## src/design/adc_pkg.sv

```systemverilog
package adc_pkg;
  // device register offsets on the host bus
  localparam logic [3:0] ADC_OFS_PACER_LO = 4'h0;
  localparam logic [3:0] ADC_OFS_PACER_HI = 4'h1;
  localparam logic [3:0] ADC_OFS_RES_LO = 4'h4;
  localparam logic [3:0] ADC_OFS_RES_HI = 4'h5;
  localparam logic [3:0] ADC_OFS_DAC_LO = 4'h4;
  localparam logic [3:0] ADC_OFS_DAC_HI = 4'h5;
  localparam logic [3:0] ADC_OFS_DAC_STEP = 4'h2;
  localparam logic [3:0] ADC_OFS_GAIN = 4'h9;
  localparam logic [3:0] ADC_OFS_TRIG = 4'ha;
  localparam logic [3:0] ADC_OFS_MODE = 4'hb;
  localparam logic [3:0] ADC_OFS_CHAN = 4'hc;
  localparam int ADC_DAC_NUM = 2;
  // high result byte layout
  localparam int ADC_READY_BIT = 4;
  // mode control values
  localparam logic [2:0] ADC_MODE_OFF = 3'h0;
  localparam logic [2:0] ADC_MODE_SWPOLL = 3'h1;
  localparam logic [2:0] ADC_MODE_DMA = 3'h2;
  localparam logic [2:0] ADC_MODE_INT = 3'h6;
  // values after reset
  localparam logic [2:0] ADC_MODE_RST = ADC_MODE_OFF;
  localparam logic [15:0] ADC_PACER_RST = 16'h0000;
  localparam logic ADC_READY_RST = 1'b1;
  // controller command registers
  localparam logic [2:0] ADC_H_CTRL = 3'h0;
  localparam logic [2:0] ADC_H_CONV = 3'h1;
  localparam logic [2:0] ADC_H_DAC = 3'h2;
  localparam logic [2:0] ADC_H_RAW = 3'h3;
  localparam logic [2:0] ADC_H_STAT = 3'h4;
  localparam logic [2:0] ADC_H_RES = 3'h5;
  localparam logic [2:0] ADC_H_DMA = 3'h6;
  localparam int ADC_H_GO_CONV = 0;
  localparam int ADC_H_GO_DAC = 1;
  localparam int ADC_H_DAC_SEL = 12;
  localparam int ADC_H_ST_BUSY = 0;
  localparam int ADC_H_ST_DONE = 1;
  localparam int ADC_H_ST_DMA = 2;
  // timing
  localparam int ADC_CLK_PERIOD_PS = 4000;
  localparam int ADC_SETTLE_TIME_US = 10;
  localparam int ADC_SETTLE_CYC =
    (ADC_SETTLE_TIME_US * 1000000 + ADC_CLK_PERIOD_PS - 1) / ADC_CLK_PERIOD_PS;
endpackage

```

## src/design/adc_bus_if.sv

```systemverilog
`timescale 1ns/10ps
interface adc_bus_if;
  logic [3:0] addr;
  logic [7:0] wdata;
  logic wr;
  logic rd;
  logic [7:0] rdata;
  logic irq;
  logic dmaReq;
  logic dmaAck;

  modport dev (
    input addr,
    input wdata,
    input wr,
    input rd,
    input dmaAck,
    output rdata,
    output irq,
    output dmaReq
  );

  modport host (
    output addr,
    output wdata,
    output wr,
    output rd,
    output dmaAck,
    input rdata,
    input irq,
    input dmaReq
  );
endinterface

```

## src/design/adc_host.sv

```systemverilog
`timescale 1ns/10ps
module adc_host
  import adc_pkg::*;
#(
  parameter int SETTLE_CYCLES = ADC_SETTLE_CYC
) (
  input wire logic core_clk,
  input wire logic rst_b,
  adc_bus_if.host bus,
  input wire logic [2:0] cmdAddr,
  input wire logic [15:0] cmdWdata,
  input wire logic cmdWr,
  input wire logic cmdRd,
  output logic [15:0] cmdRdata
);

  if (SETTLE_CYCLES < 1 || SETTLE_CYCLES > 65535) begin : gSettleCheck
    $error("SETTLE_CYCLES must lie between 1 and 65535");
  end

  typedef enum logic [3:0] {
    H_IDLE = 4'b0000,
    H_CHAN = 4'b0001,
    H_GAIN = 4'b0010,
    H_SETTLE = 4'b0011,
    H_TRIG = 4'b0100,
    H_PWAIT = 4'b0101,
    H_PCHK = 4'b0110,
    H_LWAIT = 4'b0111,
    H_LCHK = 4'b1000,
    H_DACHI = 4'b1001,
    H_XLWAIT = 4'b1010,
    H_XLCHK = 4'b1011,
    H_XHWAIT = 4'b1100,
    H_XHCHK = 4'b1101,
    H_XACK = 4'b1110
  } adc_host_fsm_t;

  typedef struct packed {
    adc_host_fsm_t fsm;
    logic [15:0] cnt;
    logic goConv;
    logic goDac;
    logic goRaw;
    logic [3:0] chan;
    logic [2:0] gain;
    logic [12:0] dac;
    logic [11:0] raw;
    logic [3:0] hiNib;
    logic [11:0] result;
    logic [11:0] sample;
    logic done;
    logic dmaValid;
    logic [3:0] addr;
    logic [7:0] wdata;
    logic wr;
    logic rd;
    logic ack;
    logic [15:0] cmdRdata;
  } adc_host_state_t;

  adc_host_state_t state;
  adc_host_state_t next_state;

  // controller sequencing and command registers
  always_comb begin
    next_state = state;
    next_state.wr = 1'b0;
    next_state.rd = 1'b0;
    next_state.ack = 1'b0;
    next_state.cmdRdata = 16'h0000;

    // command reads, result reads clear the sticky flags
    if (cmdRd) begin
      case (cmdAddr)
        ADC_H_STAT: begin
          next_state.cmdRdata[ADC_H_ST_BUSY] = (state.fsm != H_IDLE) ||
            state.goConv || state.goDac || state.goRaw;
          next_state.cmdRdata[ADC_H_ST_DONE] = state.done;
          next_state.cmdRdata[ADC_H_ST_DMA] = state.dmaValid;
        end
        ADC_H_RES: begin
          next_state.cmdRdata = {4'h0, state.result};
          next_state.done = 1'b0;
        end
        ADC_H_DMA: begin
          next_state.cmdRdata = {4'h0, state.sample};
          next_state.dmaValid = 1'b0;
        end
        default: next_state.cmdRdata = 16'h0000;
      endcase
    end

    // command writes post pending jobs
    if (cmdWr) begin
      case (cmdAddr)
        ADC_H_CTRL: begin
          next_state.goConv = state.goConv | cmdWdata[ADC_H_GO_CONV];
          next_state.goDac = state.goDac | cmdWdata[ADC_H_GO_DAC];
        end
        ADC_H_CONV: begin
          next_state.chan = cmdWdata[3:0];
          next_state.gain = cmdWdata[6:4];
        end
        ADC_H_DAC: next_state.dac = cmdWdata[12:0];
        ADC_H_RAW: begin
          next_state.raw = cmdWdata[11:0];
          next_state.goRaw = 1'b1;
        end
        default: begin
        end
      endcase
    end

    case (state.fsm)
      H_IDLE: begin
        if (bus.dmaReq) begin
          next_state.rd = 1'b1;
          next_state.addr = ADC_OFS_RES_LO;
          next_state.fsm = H_XLWAIT;
        end else if (state.goConv) begin
          // a request posted in this very cycle stays pending
          next_state.goConv = cmdWr && (cmdAddr == ADC_H_CTRL) && cmdWdata[ADC_H_GO_CONV];
          next_state.wr = 1'b1;
          next_state.addr = ADC_OFS_MODE;
          next_state.wdata = {5'h00, ADC_MODE_SWPOLL};
          next_state.fsm = H_CHAN;
        end else if (state.goDac) begin
          next_state.goDac = cmdWr && (cmdAddr == ADC_H_CTRL) && cmdWdata[ADC_H_GO_DAC];
          next_state.wr = 1'b1;
          next_state.addr = 4'(ADC_OFS_DAC_LO + ADC_OFS_DAC_STEP * state.dac[ADC_H_DAC_SEL]);
          next_state.wdata = state.dac[7:0];
          next_state.fsm = H_DACHI;
        end else if (state.goRaw) begin
          next_state.goRaw = cmdWr && (cmdAddr == ADC_H_RAW);
          next_state.wr = 1'b1;
          next_state.addr = state.raw[11:8];
          next_state.wdata = state.raw[7:0];
        end
      end
      H_CHAN: begin
        next_state.wr = 1'b1;
        next_state.addr = ADC_OFS_CHAN;
        next_state.wdata = {4'h0, state.chan};
        next_state.fsm = H_GAIN;
      end
      H_GAIN: begin
        next_state.wr = 1'b1;
        next_state.addr = ADC_OFS_GAIN;
        next_state.wdata = {5'h00, state.gain};
        next_state.cnt = 16'(SETTLE_CYCLES);
        next_state.fsm = H_SETTLE;
      end
      H_SETTLE: begin
        if (state.cnt <= 16'h0001) begin
          next_state.wr = 1'b1;
          next_state.addr = ADC_OFS_TRIG;
          next_state.wdata = 8'h00;
          next_state.fsm = H_TRIG;
        end else begin
          next_state.cnt = state.cnt - 16'h0001;
        end
      end
      H_TRIG, H_PCHK: begin
        if (state.fsm == H_PCHK && !bus.rdata[ADC_READY_BIT]) begin
          next_state.hiNib = bus.rdata[3:0];
          next_state.rd = 1'b1;
          next_state.addr = ADC_OFS_RES_LO;
          next_state.fsm = H_LWAIT;
        end else begin
          next_state.rd = 1'b1;
          next_state.addr = ADC_OFS_RES_HI;
          next_state.fsm = H_PWAIT;
        end
      end
      H_PWAIT: next_state.fsm = H_PCHK;
      H_LWAIT: next_state.fsm = H_LCHK;
      H_LCHK: begin
        next_state.result = {state.hiNib, bus.rdata};
        next_state.done = 1'b1;
        next_state.fsm = H_IDLE;
      end
      H_DACHI: begin
        next_state.wr = 1'b1;
        next_state.addr = 4'(ADC_OFS_DAC_HI + ADC_OFS_DAC_STEP * state.dac[ADC_H_DAC_SEL]);
        next_state.wdata = {4'h0, state.dac[11:8]};
        next_state.fsm = H_IDLE;
      end
      H_XLWAIT: next_state.fsm = H_XLCHK;
      H_XLCHK: begin
        next_state.sample[7:0] = bus.rdata;
        next_state.rd = 1'b1;
        next_state.addr = ADC_OFS_RES_HI;
        next_state.fsm = H_XHWAIT;
      end
      H_XHWAIT: next_state.fsm = H_XHCHK;
      H_XHCHK: begin
        next_state.sample[11:8] = bus.rdata[3:0];
        next_state.dmaValid = 1'b1;
        next_state.ack = 1'b1;
        next_state.fsm = H_XACK;
      end
      H_XACK: next_state.fsm = H_IDLE;
      default: next_state.fsm = H_IDLE;
    endcase
  end

  // single state register
  always_ff @(posedge core_clk or negedge rst_b) begin
    if (!rst_b) begin
      state <= '0;
    end else begin
      state <= next_state;
    end
  end

  assign bus.addr = state.addr;
  assign bus.wdata = state.wdata;
  assign bus.wr = state.wr;
  assign bus.rd = state.rd;
  assign bus.dmaAck = state.ack;
  assign cmdRdata = state.cmdRdata;

endmodule

```

## src/flat_wrapper.sv

```systemverilog
// flat-port wrapper written by rule: the top's interface ports become plain ports
module adc_host_flat import adc_pkg::*;
#(
  parameter int SETTLE_CYCLES = ADC_SETTLE_CYC
)
  (core_clk, rst_b, cmdAddr, cmdWdata, cmdWr, cmdRd, cmdRdata, bus_addr, bus_wdata, bus_wr, bus_rd, bus_dmaAck, bus_rdata, bus_irq, bus_dmaReq);
  adc_bus_if bus_i ();
  input wire logic core_clk;
  input wire logic rst_b;
  input wire logic [2:0] cmdAddr;
  input wire logic [15:0] cmdWdata;
  input wire logic cmdWr;
  input wire logic cmdRd;
  output logic [15:0] cmdRdata;
  output wire logic [$bits(bus_i.addr)-1:0] bus_addr;
  output wire logic [$bits(bus_i.wdata)-1:0] bus_wdata;
  output wire logic [$bits(bus_i.wr)-1:0] bus_wr;
  output wire logic [$bits(bus_i.rd)-1:0] bus_rd;
  output wire logic [$bits(bus_i.dmaAck)-1:0] bus_dmaAck;
  input wire logic [$bits(bus_i.rdata)-1:0] bus_rdata;
  input wire logic [$bits(bus_i.irq)-1:0] bus_irq;
  input wire logic [$bits(bus_i.dmaReq)-1:0] bus_dmaReq;
  assign bus_addr = bus_i.addr;
  assign bus_wdata = bus_i.wdata;
  assign bus_wr = bus_i.wr;
  assign bus_rd = bus_i.rd;
  assign bus_dmaAck = bus_i.dmaAck;
  assign bus_i.rdata = bus_rdata;
  assign bus_i.irq = bus_irq;
  assign bus_i.dmaReq = bus_dmaReq;
  adc_host #(.SETTLE_CYCLES(SETTLE_CYCLES)) u_core (.core_clk(core_clk), .rst_b(rst_b), .bus(bus_i), .cmdAddr(cmdAddr), .cmdWdata(cmdWdata), .cmdWr(cmdWr), .cmdRd(cmdRd), .cmdRdata(cmdRdata));
endmodule
```

## config.mk

```make
export PLATFORM = sky130hd
export DESIGN_NAME = adc_host_flat
export DESIGN_NICKNAME = d
export VERILOG_FILES = /design/src/design/adc_pkg.sv /design/src/design/adc_bus_if.sv /design/src/design/adc_host.sv /design/src/flat_wrapper.sv
export SDC_FILE = /design/constraint.sdc
export NUM_CORES = 1
export LEC_CHECK = 0
export BUFFER_PORTS_ARGS = -buffer_cell sky130_fd_sc_hd__buf_2
export CORE_ASPECT_RATIO = 0.8
export CORE_MARGIN = 4
export CORE_UTILIZATION = 25
export CTS_CLUSTER_SIZE = 16
export DETAILED_ROUTE_END_ITERATION = 6
export SLEW_MARGIN = 10
export SYNTH_ARGS = -nofsm -noshare
export SYNTH_HDL_FRONTEND = slang
export SYNTH_SLANG_ARGS = --single-unit
export TNS_END_PERCENT = 30
```

## constraint.sdc

```tcl
create_clock -name core_clk -period 2.2 [get_ports core_clk]
set_clock_uncertainty 0.2 [all_clocks]
set_input_delay 0.44 -clock core_clk [delete_from_list [all_inputs] [get_ports core_clk]]
set_output_delay 0.44 -clock core_clk [all_outputs]
set_load 0.02 [all_outputs]
```

After elaboration in Yosys (flattened, before gate mapping)
Index checks and enable logic that the tools add are counted.

operators by class
  magnitude comparators = 1
  reduce and logical (&&, ||, !) cells = 31
  bitwise logic cells = 2
  multiplexer cells = 41
  $add $sub $neg = 3
  equal/unequal tests = 25

operator list
  cell                                                             number
  2-to-1 mux 13 bit                                                5
  one-hot mux 9 bit (5 select lines)                               1
  one-hot mux 4 bit (11 select lines)                              1
  2-to-1 mux 35 bit                                                1
  one-hot mux 16 bit (2 select lines)                              1
  one-hot mux 4 bit (7 select lines)                               1
  == test 4 bit, second input constant                             6
  2-to-1 mux 12 bit                                                2
  2-to-1 mux 4 bit                                                 5
  one-hot mux 9 bit (2 select lines)                               1
  == test 4 x 3 -> 1 bit, second input constant                    4
  less-or-equal comparator 16 x 1 -> 1 bit, second input constant  1
  2-to-1 mux 16 bit                                                1
  AND reduction 2 bit                                              8
  subtractor 16 x 1 -> 16 bit, second input constant               1
  2-to-1 mux 1 bit                                                 12
  nonzero test 2 bit                                               5
  == test 3 bit, second input constant                             3
  2-to-1 mux 9 bit                                                 1
  one-hot mux 3 bit (3 select lines)                               1
  adder 3 x 2 -> 4 bit, first input constant                       2
  == test 4 x 2 -> 1 bit, second input constant                    2
  2-to-1 mux 2 bit                                                 4
  2-to-1 mux 7 bit                                                 1
  23 further kinds                                                 33

word-level totals
  bits in registers = 116
  input port bits = 33
  output and inout bits = 31
  word-level logic and storage cells = 124

Longest topological paths before layout
  depth in word-level cells = 8
  gate-level depth with buffers = 7
  depth with buffers taken out = 7

Worst setup path before layout
Ideal clock, no wire load.

  path type = flip-flop to flip-flop
  start = register u_core.state[96] in the netlist's numbering
  end = register u_core.state (netlist bit u_core.bus.wdata[0])
  data required time = 1.875 ns
  buffers on the path = 1
  stages on the path, launching flop included = 8
  clock period less this slack = 2.218 ns
  library setup time = 0.125 ns
  slack = -0.018 ns
  data arrival time = 1.893 ns
  cell sequence = dfrtp_1 inv_1 ha_1 o2111ai_2 o211ai_2 a222oi_1 buf_6 mux2_4

on the way
  cells in the longest elaborated chain, start to end = 3

RTL lines
  what                                      line             RTL
  start, declared                           adc_host.sv:62   adc_host_state_t state;
  start signal, assigned                    adc_host.sv:213  state <= next_state;
  less-or-equal comparator 16 x 1 -> 1 bit  adc_host.sv:155  if (state.cnt <= 16'h0001) begin
  != test 2 x 1 -> 1 bit (no source line)   -
  AND reduction 4 bit (no source line)      -

No other way between the ends.
A chain may end at the register's enable or synchronous reset.

Worst setup path after layout
  start = register u_core.state[96] in the netlist's numbering
  end = register u_core.state (netlist bit u_core.bus.wdata[1])

The elaborated chain is that of the path after synthesis.

==> parameters.txt <==
Parameter                              Value

Logic synthesis
  Syn. warnings    0
  Top post-synthesis cells by count    dfrtp_1 (112), mux2_2 (67), nor2_1 (30)
  Most instantiated library cell after synthesis    dfrtp_1
  Library cell occupying the most area in the post-synthesis netlist    dfrtp_1
  Dominant cells by area after synthesis    dfrtp_1 (53%), mux2_2 (14%), buf_4 (4.0%)
  Post-synth top area share    52.8%
  Syn Area/Cell    11.9 sq um
  EDFF count, synth    0
  Count of mapped cells out of synthesis    445
  Count of cell types in the netlist    69
  Share of synthesized flip-flops with an asynchronous set or reset    100%
  Synth Register Bits    112
  Fraction of the yosys area taken by sequential cells    52.8%
  Main flop type after synthesis    dfrtp_1
  Netlist Area Pre-Place    5310 sq um

Pwr
  Overall power consumption    8.45 mW
  Pwr/cell area    1310 nW/um^2
  Seq pwr share    38.8%
  Combinational power share    40.3%
  Internal Power    5.46 mW
  Leak pwr    2.89 nW
  Total net switching power    2.99 mW
  Share of power burned in the clock network    20.9%
  Worst voltage drop across the vdd grid    549 uV
  Share of total power consumed by net switching    35.4%

STA
  Setup WS post-layout    -8.08 ps
  Hold Fails Final Rpt    0
  Time the worst path needs with I/O delays and setup    2210 ps
  Setup repair after global routing missed its margin    true
  Number of setup violations in the final report    1
  Max Fclk    453 MHz
  Share of the clock period used by the worst path after layout    100%
  Max-slew violation total from the final report    0
  Total negative slack    -8.08 ps
  Worst-case hold slack    139 ps

Global route
  Vias in the first global route    3965
  First-pass GRT wire length    21300 um
  Global router's overall resource usage    11.2%
  Residual overflow from global routing    0
  Initial antenna violation count    2
  Maximum number of pins on one net before global-route repair    34

Clock tree
  Cell at the root of the clock tree    clkbuf_16
  Clock insertion delay at the later pin of the skew report    350 ps
  Maximum number of buffers from clock root to sink    2
  H-tree Lvls    3
  Clock tree from TritonCTS    built
  Clock slew seen by the registers of the worst setup and hold paths    80 ps
  Number of sinks handled by clock tree synthesis    112
  Number of clock buffers inserted by TritonCTS    9

Drt
  Wire length per cell    16.4 um
  Max layer used    met5
  Met3 layer wire length in the routed design    635 um
  Count of TritonRoute iterations in the first routing pass    4
  Number of DRC markers after the initial detailed-route iteration    335
  Post-detailed-route count of antenna-violating nets    0
  Total DRC errors in the routed layout    0
  Routed met1 length    6170 um
  Number of vias per cell    4.74
  Met2 wirelength from detailed routing    6100 um
  Number of vias after detailed routing    3769
  Final wirelength    13100 um

Placement
  Number of port buffers    55
  DP HPWL    9560 um
  Placed Instance Area    6060 sq um
  Pre-CTS WS    -67.9 ps
  Cell Count Post-Placement    774
  Final Wtd Congestion    0.878

Finish
  Fraction of layout instances using a drive strength above 1    41.1%
  Number of filler cells placed in the layout    2116
  # diodes    0
  Finished Cell Area    6450 sq um
  Final Instance Count excl. Fillers    795
  Synthesis-to-layout area growth    21.4%
  Sequential cell area    2800 sq um
  Finished Core Util    31.1%
  Multi-input logic area    2210 sq um
  Nets    557

Run status
  Violated checks    negative setup slack
  Status    finished with violations

Floorplanning
  Standard cell core area    20800 sq um
  Die H    138 um
  FP Rows    47
  Initial core utilization    25.6%
  Area enclosed by the die boundary    23700 sq um
  Horizontal die dimension    171 um
  IO Pins    64

Run
  Maximum capacitance violations    0

Worst setup path
  Class of the most critical setup path    flop to flop
  Critical path capture point type    flop
  Maximum fanout along the worst path    5
  Worst Path Arrival    2230 ps
  Startpoint Class    flop
  WP data required    2220 ps
  Worst flop-to-flop path startpoint    u_core.state[96]
  Worst setup startpoint    u_core.state[96]

Worst hold path
  Worst hold-check path type    input port to flop
  Launch instance of the worst min-delay path    cmdWdata[7]
[per-layer routing]
layer  vias up  GRT usage (%)
met5         -              0
met3         8           2.51
met1      1906           15.8
met2        92           17.2
met4         4           3.75
li1       1759              -
[power groups by stage]
stage / Sequential, mW / Combinational [mW] / Clock (mW)
2_1_floorplan: 3.14 / 2.38 / 0
3_3_place_gp: 3.25 / 3.18 / 0
3_5_place_dp: 3.30 / 3.27 / 0
4_1_cts: 3.26 / 3.39 / 1.82
5_1_grt: 3.36 / 3.74 / 1.90
6_report: 3.28 / 3.41 / 1.76
[logic make-up after synthesis]
group,Yosys count,synth area share (%)
DFF,112,52.8
and+or+nand+nor,105,10.6
AOI/OAI and AO/OA,89,12.9
muxes,77,16.5
buffers and inverters,57,6.36
adders and majority gates,2,0.471
xor gates and xnor gates,2,0.330
other,1,0.0706
[flip-flops by register name (all words and copies together) (netlist names)]
name / flops
u_core.bus.addr: 4
u_core.cmdRdata: 12
u_core.bus.dmaAck: 1
u_core.bus.wdata: 8
u_core.state: 85
u_core.bus.wr: 1
u_core.bus.rd: 1
[final timing paths]
path / to / slack (ps) / cells after the start
worst max-delay path: u_core.bus.wdata[1] / -8 / 6
worst min-delay path: u_core.state[68] / 140 / 2
worst max register to register: u_core.bus.wdata[1] / -8 / 6
worst min register to register: u_core.bus.wdata[4] / 300 / 1
max in group asynchronous: u_core.cmdRdata[5] / 730 / 3
min in group asynchronous: u_core.state[75] / 400 / 2
[final cells by class]
| cell class | instances | share of cell area (%) |
|---|---|---|
| Clock buffer | 9 | 3.49 |
| Clock inverter | 6 | 1.44 |
| Inverter | 9 | 0.524 |
| Sequential cell | 112 | 43.5 |
| Multi-Input combinational cell | 279 | 34.2 |
| Timing Repair Buffer | 111 | 11.6 |
| Tap cell | 269 | 5.22 |
[cell usage in the layout, fill, tap and decap left out, types with 3 or more instances in the layout]
| cell type | n |
|---|---|
| nor3_1 | 11 |
| buf_12 | 4 |
| a22o_1 | 12 |
| dfrtp_1 | 112 |
| a311oi_1 | 3 |
| o21ai_0 | 10 |
| nand3_1 | 8 |
| or2_2 | 3 |
| mux2i_1 | 6 |
| buf_4 | 52 |
| o2bb2ai_1 | 4 |
| nor2_1 | 30 |
| nor2b_1 | 3 |
| mux2_2 | 67 |
| inv_1 | 6 |
| a22oi_1 | 11 |
| buf_2 | 54 |
| mux2_4 | 4 |
| a31oi_1 | 3 |
| conb_1 | 4 |
| o31ai_1 | 4 |
| a21oi_1 | 13 |
| clkbuf_16 | 9 |
| nand2b_1 | 10 |
| nand2_1 | 17 |
[critical path: stages, from the launching register on]
cell	delay [ps]
dfrtp_1	420
ha_2	210
o2111ai_2	230
o211ai_2	120
a222oi_1	360
buf_4	240
mux2_4	300
[timing repair]
item / in CTS / in global routing
hold endpoints to repair: 29 / 0
setup endpoints to repair: 14 / 24
gates resized for setup: 5 / 1
pin swaps: 4 / 5
buffers inserted: 5 / 0
hold buffers: 1 / 0
Note: power is estimated with default switching activity, not from simulation.
